<file path="config.mk">
export PLATFORM = sky130hd
export DESIGN_NAME = oovfr_seq
export DESIGN_NICKNAME = d
export VERILOG_FILES = /design/src/inc/oovfr_pkg.sv /design/src/design/oovfr_seq.sv /design/src/design/oovfr_unit_timer.sv
export SDC_FILE = /design/constraint.sdc
export NUM_CORES = 1
export LEC_CHECK = 0
export ABC_AREA = 1
export ABC_CLOCK_PERIOD_IN_PS = 2100
export BUFFER_PORTS_ARGS = -buffer_cell sky130_fd_sc_hd__buf_4
export CAP_MARGIN = 20
export CORE_ASPECT_RATIO = 1.5
export CORE_UTILIZATION = 59
export CTS_CLUSTER_DIAMETER = 200
export DETAILED_ROUTE_END_ITERATION = 6
export PLACE_DENSITY_LB_ADDON = 0.08
export SKIP_LAST_GASP = 1
export SLEW_MARGIN = 20
export SYNTH_ARGS = -nofsm -noshare
export SYNTH_HDL_FRONTEND = slang
export SYNTH_HIERARCHICAL = 1
export SYNTH_SLANG_ARGS = --single-unit
export TNS_END_PERCENT = 1
</file>
<file path="constraint.sdc">
create_clock -name sys_clk -period 2.1 [get_ports sys_clk]
set_input_delay 0.21 -clock sys_clk [delete_from_list [all_inputs] [get_ports sys_clk]]
set_output_delay 0.21 -clock sys_clk [all_outputs]
set_load 0.02 [all_outputs]
</file>
<file path="src/inc/oovfr_pkg.sv">
// Package: register code, field layout, timing constants and types of the OV fault sequencer
package oovfr_pkg;
  // Command code of the response configuration byte
  localparam logic [7:0] CFG_CODE      = 8'h41;
  localparam logic [7:0] CFG_RESET     = 8'h80;
  // Field positions inside the configuration byte
  localparam int         RESP_HI       = 7;
  localparam int         RESP_LO       = 6;
  localparam int         RETRY_HI      = 5;
  localparam int         RETRY_LO      = 3;
  localparam int         TIME_HI       = 2;
  localparam int         TIME_LO       = 0;
  // Response classes
  localparam logic [1:0] RESP_IGNORE   = 2'h0;
  localparam logic [1:0] RESP_DELAY    = 2'h1;
  localparam logic [1:0] RESP_RETRY    = 2'h2;
  localparam logic [1:0] RESP_HOLD     = 2'h3;
  // Retry field special values
  localparam logic [2:0] RETRY_NONE    = 3'h0;
  localparam logic [2:0] RETRY_FOREVER = 3'h7;
  // Timing: units in microseconds, clock in MHz
  localparam int         CLK_MHZ       = 125;
  localparam int         RUN_UNIT_US   = 10000;
  localparam int         RETRY_UNIT_US = 8200;
  localparam int         RUN_UNIT_CYC  = RUN_UNIT_US * CLK_MHZ;
  localparam int         RETRY_UNIT_CYC = RETRY_UNIT_US * CLK_MHZ;

  // Sequencer states, Gray coded along the main path
  typedef enum logic [2:0] {
    ST_IDLE  = 3'b000,
    ST_RUN   = 3'b001,
    ST_WAIT  = 3'b011,
    ST_TRY   = 3'b010,
    ST_LATCH = 3'b110,
    ST_HOLD  = 3'b111
  } oovfr_state_t;

  // Register access strobe group
  typedef struct packed {
    logic       wr;
    logic [7:0] code;
    logic [7:0] data;
  } oovfr_bus_t;
endpackage : oovfr_pkg

</file>
<file path="src/design/oovfr_seq.sv">
// Output overvoltage fault response sequencer with its configuration byte
// Functional notes
// - Every response class pulls the alert line low and sets the fault status bit.
// - Class 00 keeps the output regulating with no interruption.
// - Class 01 runs on for the time field delay, then acts per retry field if the fault stays.
// - Class 10 disables the output at once, then restarts per retry field.
// - Class 11 holds the output off while the fault lasts and re-enables it after.
// - Retry 000 makes no restart; output stays off until the fault is cleared.
// - Retry 001..110 allows one to six restarts, then stays off until cleared.
// - Retry 111 restarts without limit until commanded off, bias loss or another fault.
// - Run-on delay is the time field times 10 ms.
// - Restart spacing is the time field times 8.2 ms, start to start.
// - Configuration is a read-write byte at command code 0x41.
module oovfr_seq (
  input  wire logic                 sys_clk,     // System clock, 125 MHz
  input  wire logic                 rstn,        // Synchronous reset, active low
  input  wire oovfr_pkg::oovfr_bus_t bus,        // Register write strobe, code, data
  input  wire logic [7:0]           rdCode,      // Register read code
  output logic [7:0]                rdData,      // Register read data
  output logic                      rdHit,       // Read code is mapped
  input  wire logic                 faultClear,  // Host fault clear pulse
  input  wire logic                 ovFaultPin,  // Overvoltage comparator, asynchronous
  input  wire logic                 enableCmd,   // Output commanded on
  input  wire logic                 biasOk,      // Bias power good
  input  wire logic                 otherFault,  // Another fault shut the output
  output logic                      outputEn,    // Power stage enable
  output logic                      ovStatus,    // Sticky fault status bit
  output logic                      alertIn,     // fault_alert_line input (unused)
  output logic                      alertOut,    // fault_alert_line drive value (low)
  output logic                      alertOe      // fault_alert_line drive enable
);
  logic [7:0]             cfg;
  logic [7:0]             next_cfg;
  logic [2:0]             syncSh;
  logic                   fault;
  logic                   next_fault;
  logic                   faultPrev;
  oovfr_pkg::oovfr_state_t state;
  oovfr_pkg::oovfr_state_t next_state;
  logic [2:0]             tries;
  logic [2:0]             next_tries;
  logic                   next_ovStatus;
  logic                   next_outputEn;
  logic                   runStart;
  logic                   tryStart;
  logic                   runDone;
  logic                   tryDone;
  logic                   stopRetry;
  logic                   newFault;
  logic [1:0]             resp;
  logic [2:0]             retry;

  // Field decode used in several places
  function automatic logic [2:0] fld3(input logic [7:0] v, input int lo);
    fld3 = 3'(v >> lo);
  endfunction : fld3

  assign resp  = cfg[oovfr_pkg::RESP_HI:oovfr_pkg::RESP_LO];
  assign retry = fld3(cfg, oovfr_pkg::RETRY_LO);

  // Configuration byte write and read back
  always_comb begin
    next_cfg = cfg;
    if (bus.wr && bus.code == oovfr_pkg::CFG_CODE) begin
      next_cfg = bus.data;
    end
  end
  assign rdHit  = (rdCode == oovfr_pkg::CFG_CODE);
  assign rdData = rdHit ? cfg : 8'h00;

  // Fault input filter: updates only when stages two and three agree
  always_comb begin
    next_fault = fault;
    if (syncSh[1] == syncSh[2]) begin
      next_fault = syncSh[2];
    end
  end

  always_ff @(posedge sys_clk) begin
    if (!rstn) begin
      cfg       <= oovfr_pkg::CFG_RESET;
      syncSh    <= 3'h0;
      fault     <= 1'b0;
      faultPrev <= 1'b0;
    end else begin
      cfg       <= next_cfg;
      syncSh    <= {syncSh[1:0], ovFaultPin};
      fault     <= next_fault;
      faultPrev <= fault;
    end
  end

  assign newFault  = fault && !faultPrev;
  assign stopRetry = !enableCmd || !biasOk || otherFault;

  // Run-on timer, 10 ms per unit
  oovfr_unit_timer #(.UNIT_CYC(oovfr_pkg::RUN_UNIT_CYC)) runTmr (
    .sys_clk (sys_clk),
    .rstn    (rstn),
    .start   (runStart),
    .units   (fld3(cfg, oovfr_pkg::TIME_LO)),
    .done    (runDone)
  );

  // Restart spacing timer, 8.2 ms per unit
  oovfr_unit_timer #(.UNIT_CYC(oovfr_pkg::RETRY_UNIT_CYC)) tryTmr (
    .sys_clk (sys_clk),
    .rstn    (rstn),
    .start   (tryStart),
    .units   (fld3(cfg, oovfr_pkg::TIME_LO)),
    .done    (tryDone)
  );

  // Sequencer; status set wins over a clear in the same cycle
  always_comb begin
    next_state    = state;
    next_tries    = tries;
    next_outputEn = outputEn;
    next_ovStatus = ovStatus;
    runStart      = 1'b0;
    tryStart      = 1'b0;
    if (faultClear) begin
      next_ovStatus = 1'b0;
    end
    if (newFault) begin
      next_ovStatus = 1'b1;
    end
    case (state)
      oovfr_pkg::ST_IDLE: begin
        next_outputEn = enableCmd && biasOk && !otherFault;
        if (newFault) begin
          next_tries = 3'h0;
          case (resp)
            oovfr_pkg::RESP_IGNORE: next_state = oovfr_pkg::ST_IDLE;
            oovfr_pkg::RESP_DELAY: begin
              runStart   = 1'b1;
              next_state = oovfr_pkg::ST_RUN;
            end
            oovfr_pkg::RESP_RETRY: begin
              next_outputEn = 1'b0;
              tryStart      = 1'b1;
              next_state    = oovfr_pkg::ST_WAIT;
            end
            default: begin
              next_outputEn = 1'b0;
              next_state    = oovfr_pkg::ST_HOLD;
            end
          endcase
        end
      end
      oovfr_pkg::ST_RUN: begin
        if (!fault) begin
          next_state = oovfr_pkg::ST_IDLE;
        end else if (runDone && !runStart) begin
          next_outputEn = 1'b0;
          tryStart      = 1'b1;
          next_state    = oovfr_pkg::ST_WAIT;
        end
      end
      oovfr_pkg::ST_WAIT: begin
        // Attempt spacing counts from the start of the previous attempt
        if (retry == oovfr_pkg::RETRY_NONE) begin
          next_state = oovfr_pkg::ST_LATCH;
        end else if (retry == oovfr_pkg::RETRY_FOREVER && stopRetry) begin
          next_state = oovfr_pkg::ST_LATCH;
        end else if (tryDone && !tryStart) begin
          if (retry != oovfr_pkg::RETRY_FOREVER && tries == retry) begin
            next_state = oovfr_pkg::ST_LATCH;
          end else begin
            next_tries    = (retry == oovfr_pkg::RETRY_FOREVER) ? tries : tries + 3'h1;
            next_outputEn = 1'b1;
            tryStart      = 1'b1;
            next_state    = oovfr_pkg::ST_TRY;
          end
        end
      end
      oovfr_pkg::ST_TRY: begin
        // Attempt fails when the fault returns before the spacing ends
        if (fault) begin
          next_outputEn = 1'b0;
          next_state    = oovfr_pkg::ST_WAIT;
        end else if (tryDone) begin
          next_state = oovfr_pkg::ST_IDLE;
        end
      end
      oovfr_pkg::ST_LATCH: begin
        next_outputEn = 1'b0;
        if (faultClear && !fault) begin
          next_state = oovfr_pkg::ST_IDLE;
        end
      end
      oovfr_pkg::ST_HOLD: begin
        next_outputEn = 1'b0;
        if (!fault) begin
          next_state = oovfr_pkg::ST_IDLE;
        end
      end
      default: next_state = oovfr_pkg::ST_IDLE;
    endcase
  end

  always_ff @(posedge sys_clk) begin
    if (!rstn) begin
      state    <= oovfr_pkg::ST_IDLE;
      tries    <= 3'h0;
      outputEn <= 1'b0;
      ovStatus <= 1'b0;
    end else begin
      state    <= next_state;
      tries    <= next_tries;
      outputEn <= next_outputEn;
      ovStatus <= next_ovStatus;
    end
  end

  // Open-drain alert: only ever pulls low
  assign alertOut = 1'b0;
  assign alertOe  = ovStatus;
  assign alertIn  = 1'b0;
endmodule : oovfr_seq

</file>
<file path="src/design/oovfr_unit_timer.sv">
// Unit timer: counts a number of time units, each a fixed cycle count
module oovfr_unit_timer #(
  parameter int UNIT_CYC = 1250000
) (
  input  wire logic       sys_clk, // System clock
  input  wire logic       rstn,    // Synchronous reset, active low
  input  wire logic       start,   // Restart the count from zero
  input  wire logic [2:0] units,   // Number of units to run
  output logic            done     // Level: count finished
);
  logic [20:0] cyc;
  logic [20:0] next_cyc;
  logic [2:0]  cnt;
  logic [2:0]  next_cnt;
  logic        next_done;

  // Next count; a zero unit count finishes at once
  always_comb begin
    next_cyc  = cyc;
    next_cnt  = cnt;
    next_done = done;
    if (start) begin
      next_cyc  = '0;
      next_cnt  = '0;
      next_done = (units == 3'h0);
    end else if (!done) begin
      if (cyc == 21'(UNIT_CYC - 1)) begin
        next_cyc = '0;
        next_cnt = cnt + 3'h1;
        if (cnt + 3'h1 == units) begin
          next_done = 1'b1;
        end
      end else begin
        next_cyc = cyc + 21'h1;
      end
    end
  end

  always_ff @(posedge sys_clk) begin
    if (!rstn) begin
      cyc  <= '0;
      cnt  <= '0;
      done <= 1'b1;
    end else begin
      cyc  <= next_cyc;
      cnt  <= next_cnt;
      done <= next_done;
    end
  end
endmodule : oovfr_unit_timer

</file>
==> flow_summary.ini, run 1 <==
[run_status]
status = finished clean

[worst_setup_path]
regToRegEndpoint = tryTmr/cyc[13]$_SDFFE_PP0N_
arrival_ns = 2.12
crit_required_ns = 2.38
cp-start-kind = flop
rr_startpoint = cfg[5]$_SDFFE_PN0P_
r2r_slack_ns = 0.25
critical_path_class = reg2reg
critPathCaptureType = flop
cp_max_fo = 11
reg2regPathDepth = 10

[global_route]
antenna_found_initial = 0
grt_pass1_vias = 3915
grt_use_total_pct = 27.32
grt-ovfl-total = 0
grt_max_degree = 17
grt_pass1_wl_um = 16580

[route]
vias = 4060
first_pass_iters = 4
wl_um = 9805
initialDrtViolationCount = 167
wl_per_cell_um = 12.17
ant_nets = 0
drc_errors = 0
via_per_inst = 5.037

[timing]
drv_slew = 0
grt_setup_unrepaired = no
finalSetupTns_ns = 0
fmax_ghz = 0.5417
finalSetupViolCount = 0
skew_ns = 0.006471
period_minus_slack_ns = 1.846
period_share_pct = 87.91
finalHoldViolations = 0

[clock_tree]
hold_buffers = 0
worstSkewPairLatency_ns = 0.35
clk_path_buf_depth = 2
cts_resized = 0
postCtsSetupRepairBufs = 0
cts_root_buf = clkbuf_8
cts_tree = built
cts.sinks = 71
h-tree-depth = 3
clk_pin_slew_ns = 0.07
cts_buffers = 9

[yosys]
ys_ff_latch = 71
synth.most_common_cell = nand2_1
synth-edff-count = 0
avgSynthCellArea_um2 = 6.685
synth.top_cells.by_count = nand2_1, nor2_1, inv_1
yosys-top-cells-area = dfxtp_1, nand2_1, nor2_1
yosys_warnings = 6
synth_top_flop_cell = dfxtp_1
synth_top_area_share_pct = 32.66
syn_area_um2 = 4352
async_flop_share_pct = 0
ys_seq_area_share_pct = 32.66
yosysUniqueCellTypes = 41
synth_cells = 651
synth_top_area_cell = dfxtp_1

[cells_and_area]
fin_util_pct = 69.01
antenna_cells = 0
area_delta_synth_final_pct = 13.86
final_nets = 738
drive_gt1_share_pct = 18.41

[place]
post-dp-hpwl_um = 7706
gp_congestion = 0.9121
port_buffers = 43

[min_path]
min_from = ovFaultPin
whs_path_depth = 3
hold_class = in2reg
min_to = syncSh[0]$_SDFF_PN0_

[floorplanning]
die_y_um = 107.2
die_width_um = 72.12
row_count = 38
core_area_um2 = 7179
dieArea_um2 = 7730
initial_utilization_pct = 60.61
io_pins = 46

[job]
drv_cap = 0

[power_and_ir_drop]
power.density_nw_per_um2 = 579.6
irDropWorstVdd_v = 0.0004841
power_leakage_uw = 0.002200
## layer usage
layer  share of wire, %  track usage [%]
met5                  0                0
met4                2.9            12.61
met3                2.5            6.673
met2                 54            50.20
met1                 40            28.44
## layout make-up
class                      count  area [um^2]
sequential                    71         1421
multi-input combinational    475         2499
tap                          100        125.1
clock inverter                 4        45.04
fill                         664         2225
clock buffer                  12        145.1
inverter                      97        366.6
timing repair buffer          47        352.8
## kinds of logic after synthesis
| logic type | share of synthesized area, % |
|---|---|
| compound gates | 6.728 |
| xor+xnor | 4.227 |
| fa+ha+maj | 1.438 |
| buf+inv | 10.01 |
| flops | 32.66 |
| mux | 0.2300 |
| other cells | 0.08617 |
| simple gates | 44.62 |
## power by group
group | switching (uW) | internal (uW)
logic | 257 | 161
registers | 24.1 | 1370
clock network | 485 | 576
## through the flow
step | power (uW) | instance area (um^2) | cells | setup slack [ns] | hold slack [ns]
2_1_floorplan | 1728 | 4355 | 652 | 0.4235 | 0.3035
3_3_place_gp | 1831 | 4765 | 790 | 0.3693 | 0.3981
3_5_place_dp | 1839 | 4765 | 790 | 0.2792 | 0.3952
4_1_cts | 2905 | 4955 | 806 | 0.2371 | 0.02369
5_1_grt | 3025 | 4955 | 806 | 0.1107 | 0.04522
6_report | 2872 | 4955 | 806 | 0.2539 | 0.04381
## flip-flops by register name, indices dropped and copies added (netlist names)
name and flops:
runTmr/done 1, faultPrev 1, tryTmr/cnt 3, cfg 8, syncSh 3, fault 1, runTmr/cnt 3, tries 3
tryTmr/cyc 21, outputEn 1, runTmr/cyc 21, state 3, tryTmr/done 1, alertOe 1
## how the worst max path moves through the flow
stage                                             end                  start  cells after the start
after global placement    tryTmr/cyc[13]$_SDFFE_PP0N_    cfg[3]$_SDFFE_PN0P_                     10
after global routing      tryTmr/cyc[13]$_SDFFE_PP0N_    cfg[3]$_SDFFE_PN0P_                     10
final                     tryTmr/cyc[13]$_SDFFE_PP0N_    cfg[5]$_SDFFE_PN0P_                     10
after floorplan            runTmr/cyc[5]$_SDFFE_PP0N_     fault$_SDFFE_PN0N_                      8
after detailed placement   runTmr/cyc[5]$_SDFFE_PP0N_  state[1]$_SDFFE_PN0P_                      7
after CTS                 tryTmr/cyc[13]$_SDFFE_PP0N_    cfg[3]$_SDFFE_PN0P_                     10
## worst max-delay path: stages, from the launching register on
cell	delay (ns)
dfxtp_1	0.38
nand3_2	0.14
inv_1	0.08
nand2_1	0.05
nand2_1	0.14
inv_1	0.07
nand2_1	0.09
o221ai_1	0.18
nor2_2	0.22
nand2_2	0.24
a21oi_1	0.19
## layout by cell type, fill, tap and decap left out, types with 2 or more instances in the layout
cell,synthesis,final
a21oi_1,32,32
buf_4,4,47
clkbuf_1,1,2
clkbuf_8,0,10
clkinv_1,2,2
clkinv_2,0,3
conb_1,1,2
dfxtp_1,71,71
ha_1,5,5
inv_1,84,84
inv_2,10,10
nand2_1,155,155
nand2_2,11,11
nand2_4,2,2
nand3_1,50,50
nand3_2,5,5
nand3_4,2,2
nand3b_1,6,6
nand4_1,12,12
nor2_1,99,99
nor2_2,19,19
nor2_4,11,11
nor2_8,3,3
nor3_1,10,10
nor3_4,2,2
nor4_1,3,3
o21ai_0,11,11
o21ai_1,3,3
o21bai_1,2,2
xnor2_1,6,6
xor2_1,15,15
No activity file was read; power rests on OpenSTA's default activity.
==> run 2: changes to the inputs <==
--- a/config.mk
+++ b/config.mk
@@ -10,10 +10,11 @@
 export BUFFER_PORTS_ARGS = -buffer_cell sky130_fd_sc_hd__buf_4
 export CAP_MARGIN = 20
 export CORE_ASPECT_RATIO = 1.5
+export CORE_MARGIN = 2
 export CORE_UTILIZATION = 59
 export CTS_CLUSTER_DIAMETER = 200
 export DETAILED_ROUTE_END_ITERATION = 6
-export PLACE_DENSITY_LB_ADDON = 0.08
+export PLACE_DENSITY = 0.78
 export SKIP_LAST_GASP = 1
 export SLEW_MARGIN = 20
 export SYNTH_ARGS = -nofsm -noshare
==> flow_summary.ini, run 2 (same netlist as run 1, synthesis figures left out) <==
[cells_and_area]
mostFrequentLayoutCell = nand2_1
final_cells = 805
fill_cells = 615
drive_gt1_share_pct = 18.44
top_regs = runTmr/cyc: 21 flops, tryTmr/cyc: 21 flops, cfg: 8 flops
area_delta_synth_final_pct = 13.34
final_nets = 737
antenna_cells = 0
layout_common_cells = nand2_1, nor2_1, inv_1

[route]
initialDrtViolationCount = 222
first_pass_iters = 7
wl_um = 9572
via_per_inst = 5.041
ant_nets = 0
drc_errors = 2
wl_per_cell_um = 11.89
vias = 4058

[global_route]
grt-ovfl-total = 0
grt_pass1_vias = 3872
grt_pass1_wl_um = 16420
grt_use_total_pct = 26.04
antenna_found_initial = 0
grt_max_degree = 17

[worst_setup_path]
arrival_ns = 2.06
crit_required_ns = 2.36
cp_max_fo = 10
crit_chain = inv_2 > nand3_4 > nor4_1 > buf_4 > nor2_4 > clkinv_1 > nor3_1
cp-start-kind = flop
critPathCaptureType = flop
slowest_stage = dfxtp_1
critPathMaxStageDelay_ns = 0.45
critical_path_class = reg2reg

[power_and_ir_drop]
power_frac_seq_pct = 50.0
swShare_pct = 27.59
power_leakage_uw = 0.002192
power.density_nw_per_um2 = 564.4
p_int_uw = 2016
clkPwrFrac_pct = 35.2
p_sw_uw = 768.0
combPwrFrac_pct = 14.8
irDropWorstVdd_v = 0.0004344

[clock_tree]
cts_tree = built
clk_pin_slew_ns = 0.08
cts_buffers = 9
h-tree-depth = 3
worstSkewPairLatency_ns = 0.35
hold_buffers = 0
cts.sinks = 71
postCtsSetupRepairBufs = 0
clk_path_buf_depth = 2
cts_resized = 0
cts_root_buf = clkbuf_8

[timing]
finalSetupViolCount = 0
finalSetupTns_ns = 0
relSlewSlack_pct = 65.49
finalHoldViolations = 0
worst_slew_pin_slew_ns = 0.5170
fmax_ghz = 0.5572
skew_ns = 0.006935
grt_setup_unrepaired = no
drv_slew = 0
period_share_pct = 85.47
period_minus_slack_ns = 1.795

[floorplanning]
io_pins = 46
row_count = 38
core_area_um2 = 7179
die_y_um = 109.2
die_width_um = 74.12
dieArea_um2 = 8093
initial_utilization_pct = 60.61

[min_path]
hold_class = in2reg

[place]
port_buffers = 43
numPlacedInstances = 789
post-dp-hpwl_um = 7520
gp_congestion = 0.9469

[job]
drv_cap = 0

[run_status]
status = finished, violations left
violations = DRC
run 2: cell types whose count changed in the layout (fill, tap and decap cells not counted):
cell	delta
clkbuf_1	-1
clkinv_2	+1
clkbuf_8	+1
buf_4	-1
bufinv_16	-1
run 2: through the flow:
stage	cell area [um^2]	total power [uW]	utilization (%)	hold WS, ns	worst slack [ns]
after CTS	4932	2807	68.70	0.03407	0.3165
after detailed placement	4757	1834	66.26	0.4010	0.3446
after global routing	4932	2924	68.70	0.04504	0.07630
final	4932	2784	68.70	0.04212	0.3052
after floorplan	4355	1728	-	0.3035	0.4235
after global placement	4757	1829	66.26	0.3960	0.3644
run 2: final cells by class:
type	count	area, um^2	share of cell area, %
multi-input cells	475	2499	50.66
flip-flops and latches	71	1421	28.82
inverters	97	366.6	7.433
repair buffers	46	345.3	7.002
clock buffers	12	155.1	3.146
well taps	100	125.1	2.537
clock inverters	4	20.02	0.4059
run 2: worst max-delay path: cells and delay by family (launching register included):
family	cells	cell delay, ns
buffers and inverters	3	0.59
flip-flops	1	0.45
AND/OR/NAND/NOR	4	0.67
run 2: per-layer routing:
metal  global-route usage [%]  vias to the layer above  share of wire [%]
met5                        0                        -                  0
met4                    13.51                        0                3.8
met3                    5.360                       28                3.2
met2                    46.17                       73                 53
met1                    28.47                     1824                 40
li1                         -                     2133                  -
run 2: final timing paths:
path	start	slack [ns]	to	depth (start not counted)
worst max-delay path	state[1]$_SDFFE_PN0P_	0.31	runTmr/cyc[5]$_SDFFE_PP0N_	7
worst min-delay path	ovFaultPin	0.04	syncSh[0]$_SDFF_PN0_	3
worst max register to register	state[1]$_SDFFE_PN0P_	0.31	runTmr/cyc[5]$_SDFFE_PP0N_	7
worst min register to register	syncSh[0]$_SDFF_PN0_	0.42	syncSh[1]$_SDFF_PN0_	2
run 2: power by group through the flow:
stage               combinational, uW  clock [uW]  sequential (uW)
finish                            412         979             1390
global route                      461        1070             1400
CTS                               412        1000             1390
detailed placement                410           0             1420
global placement                  406           0             1420
floorplan                         304           0             1420
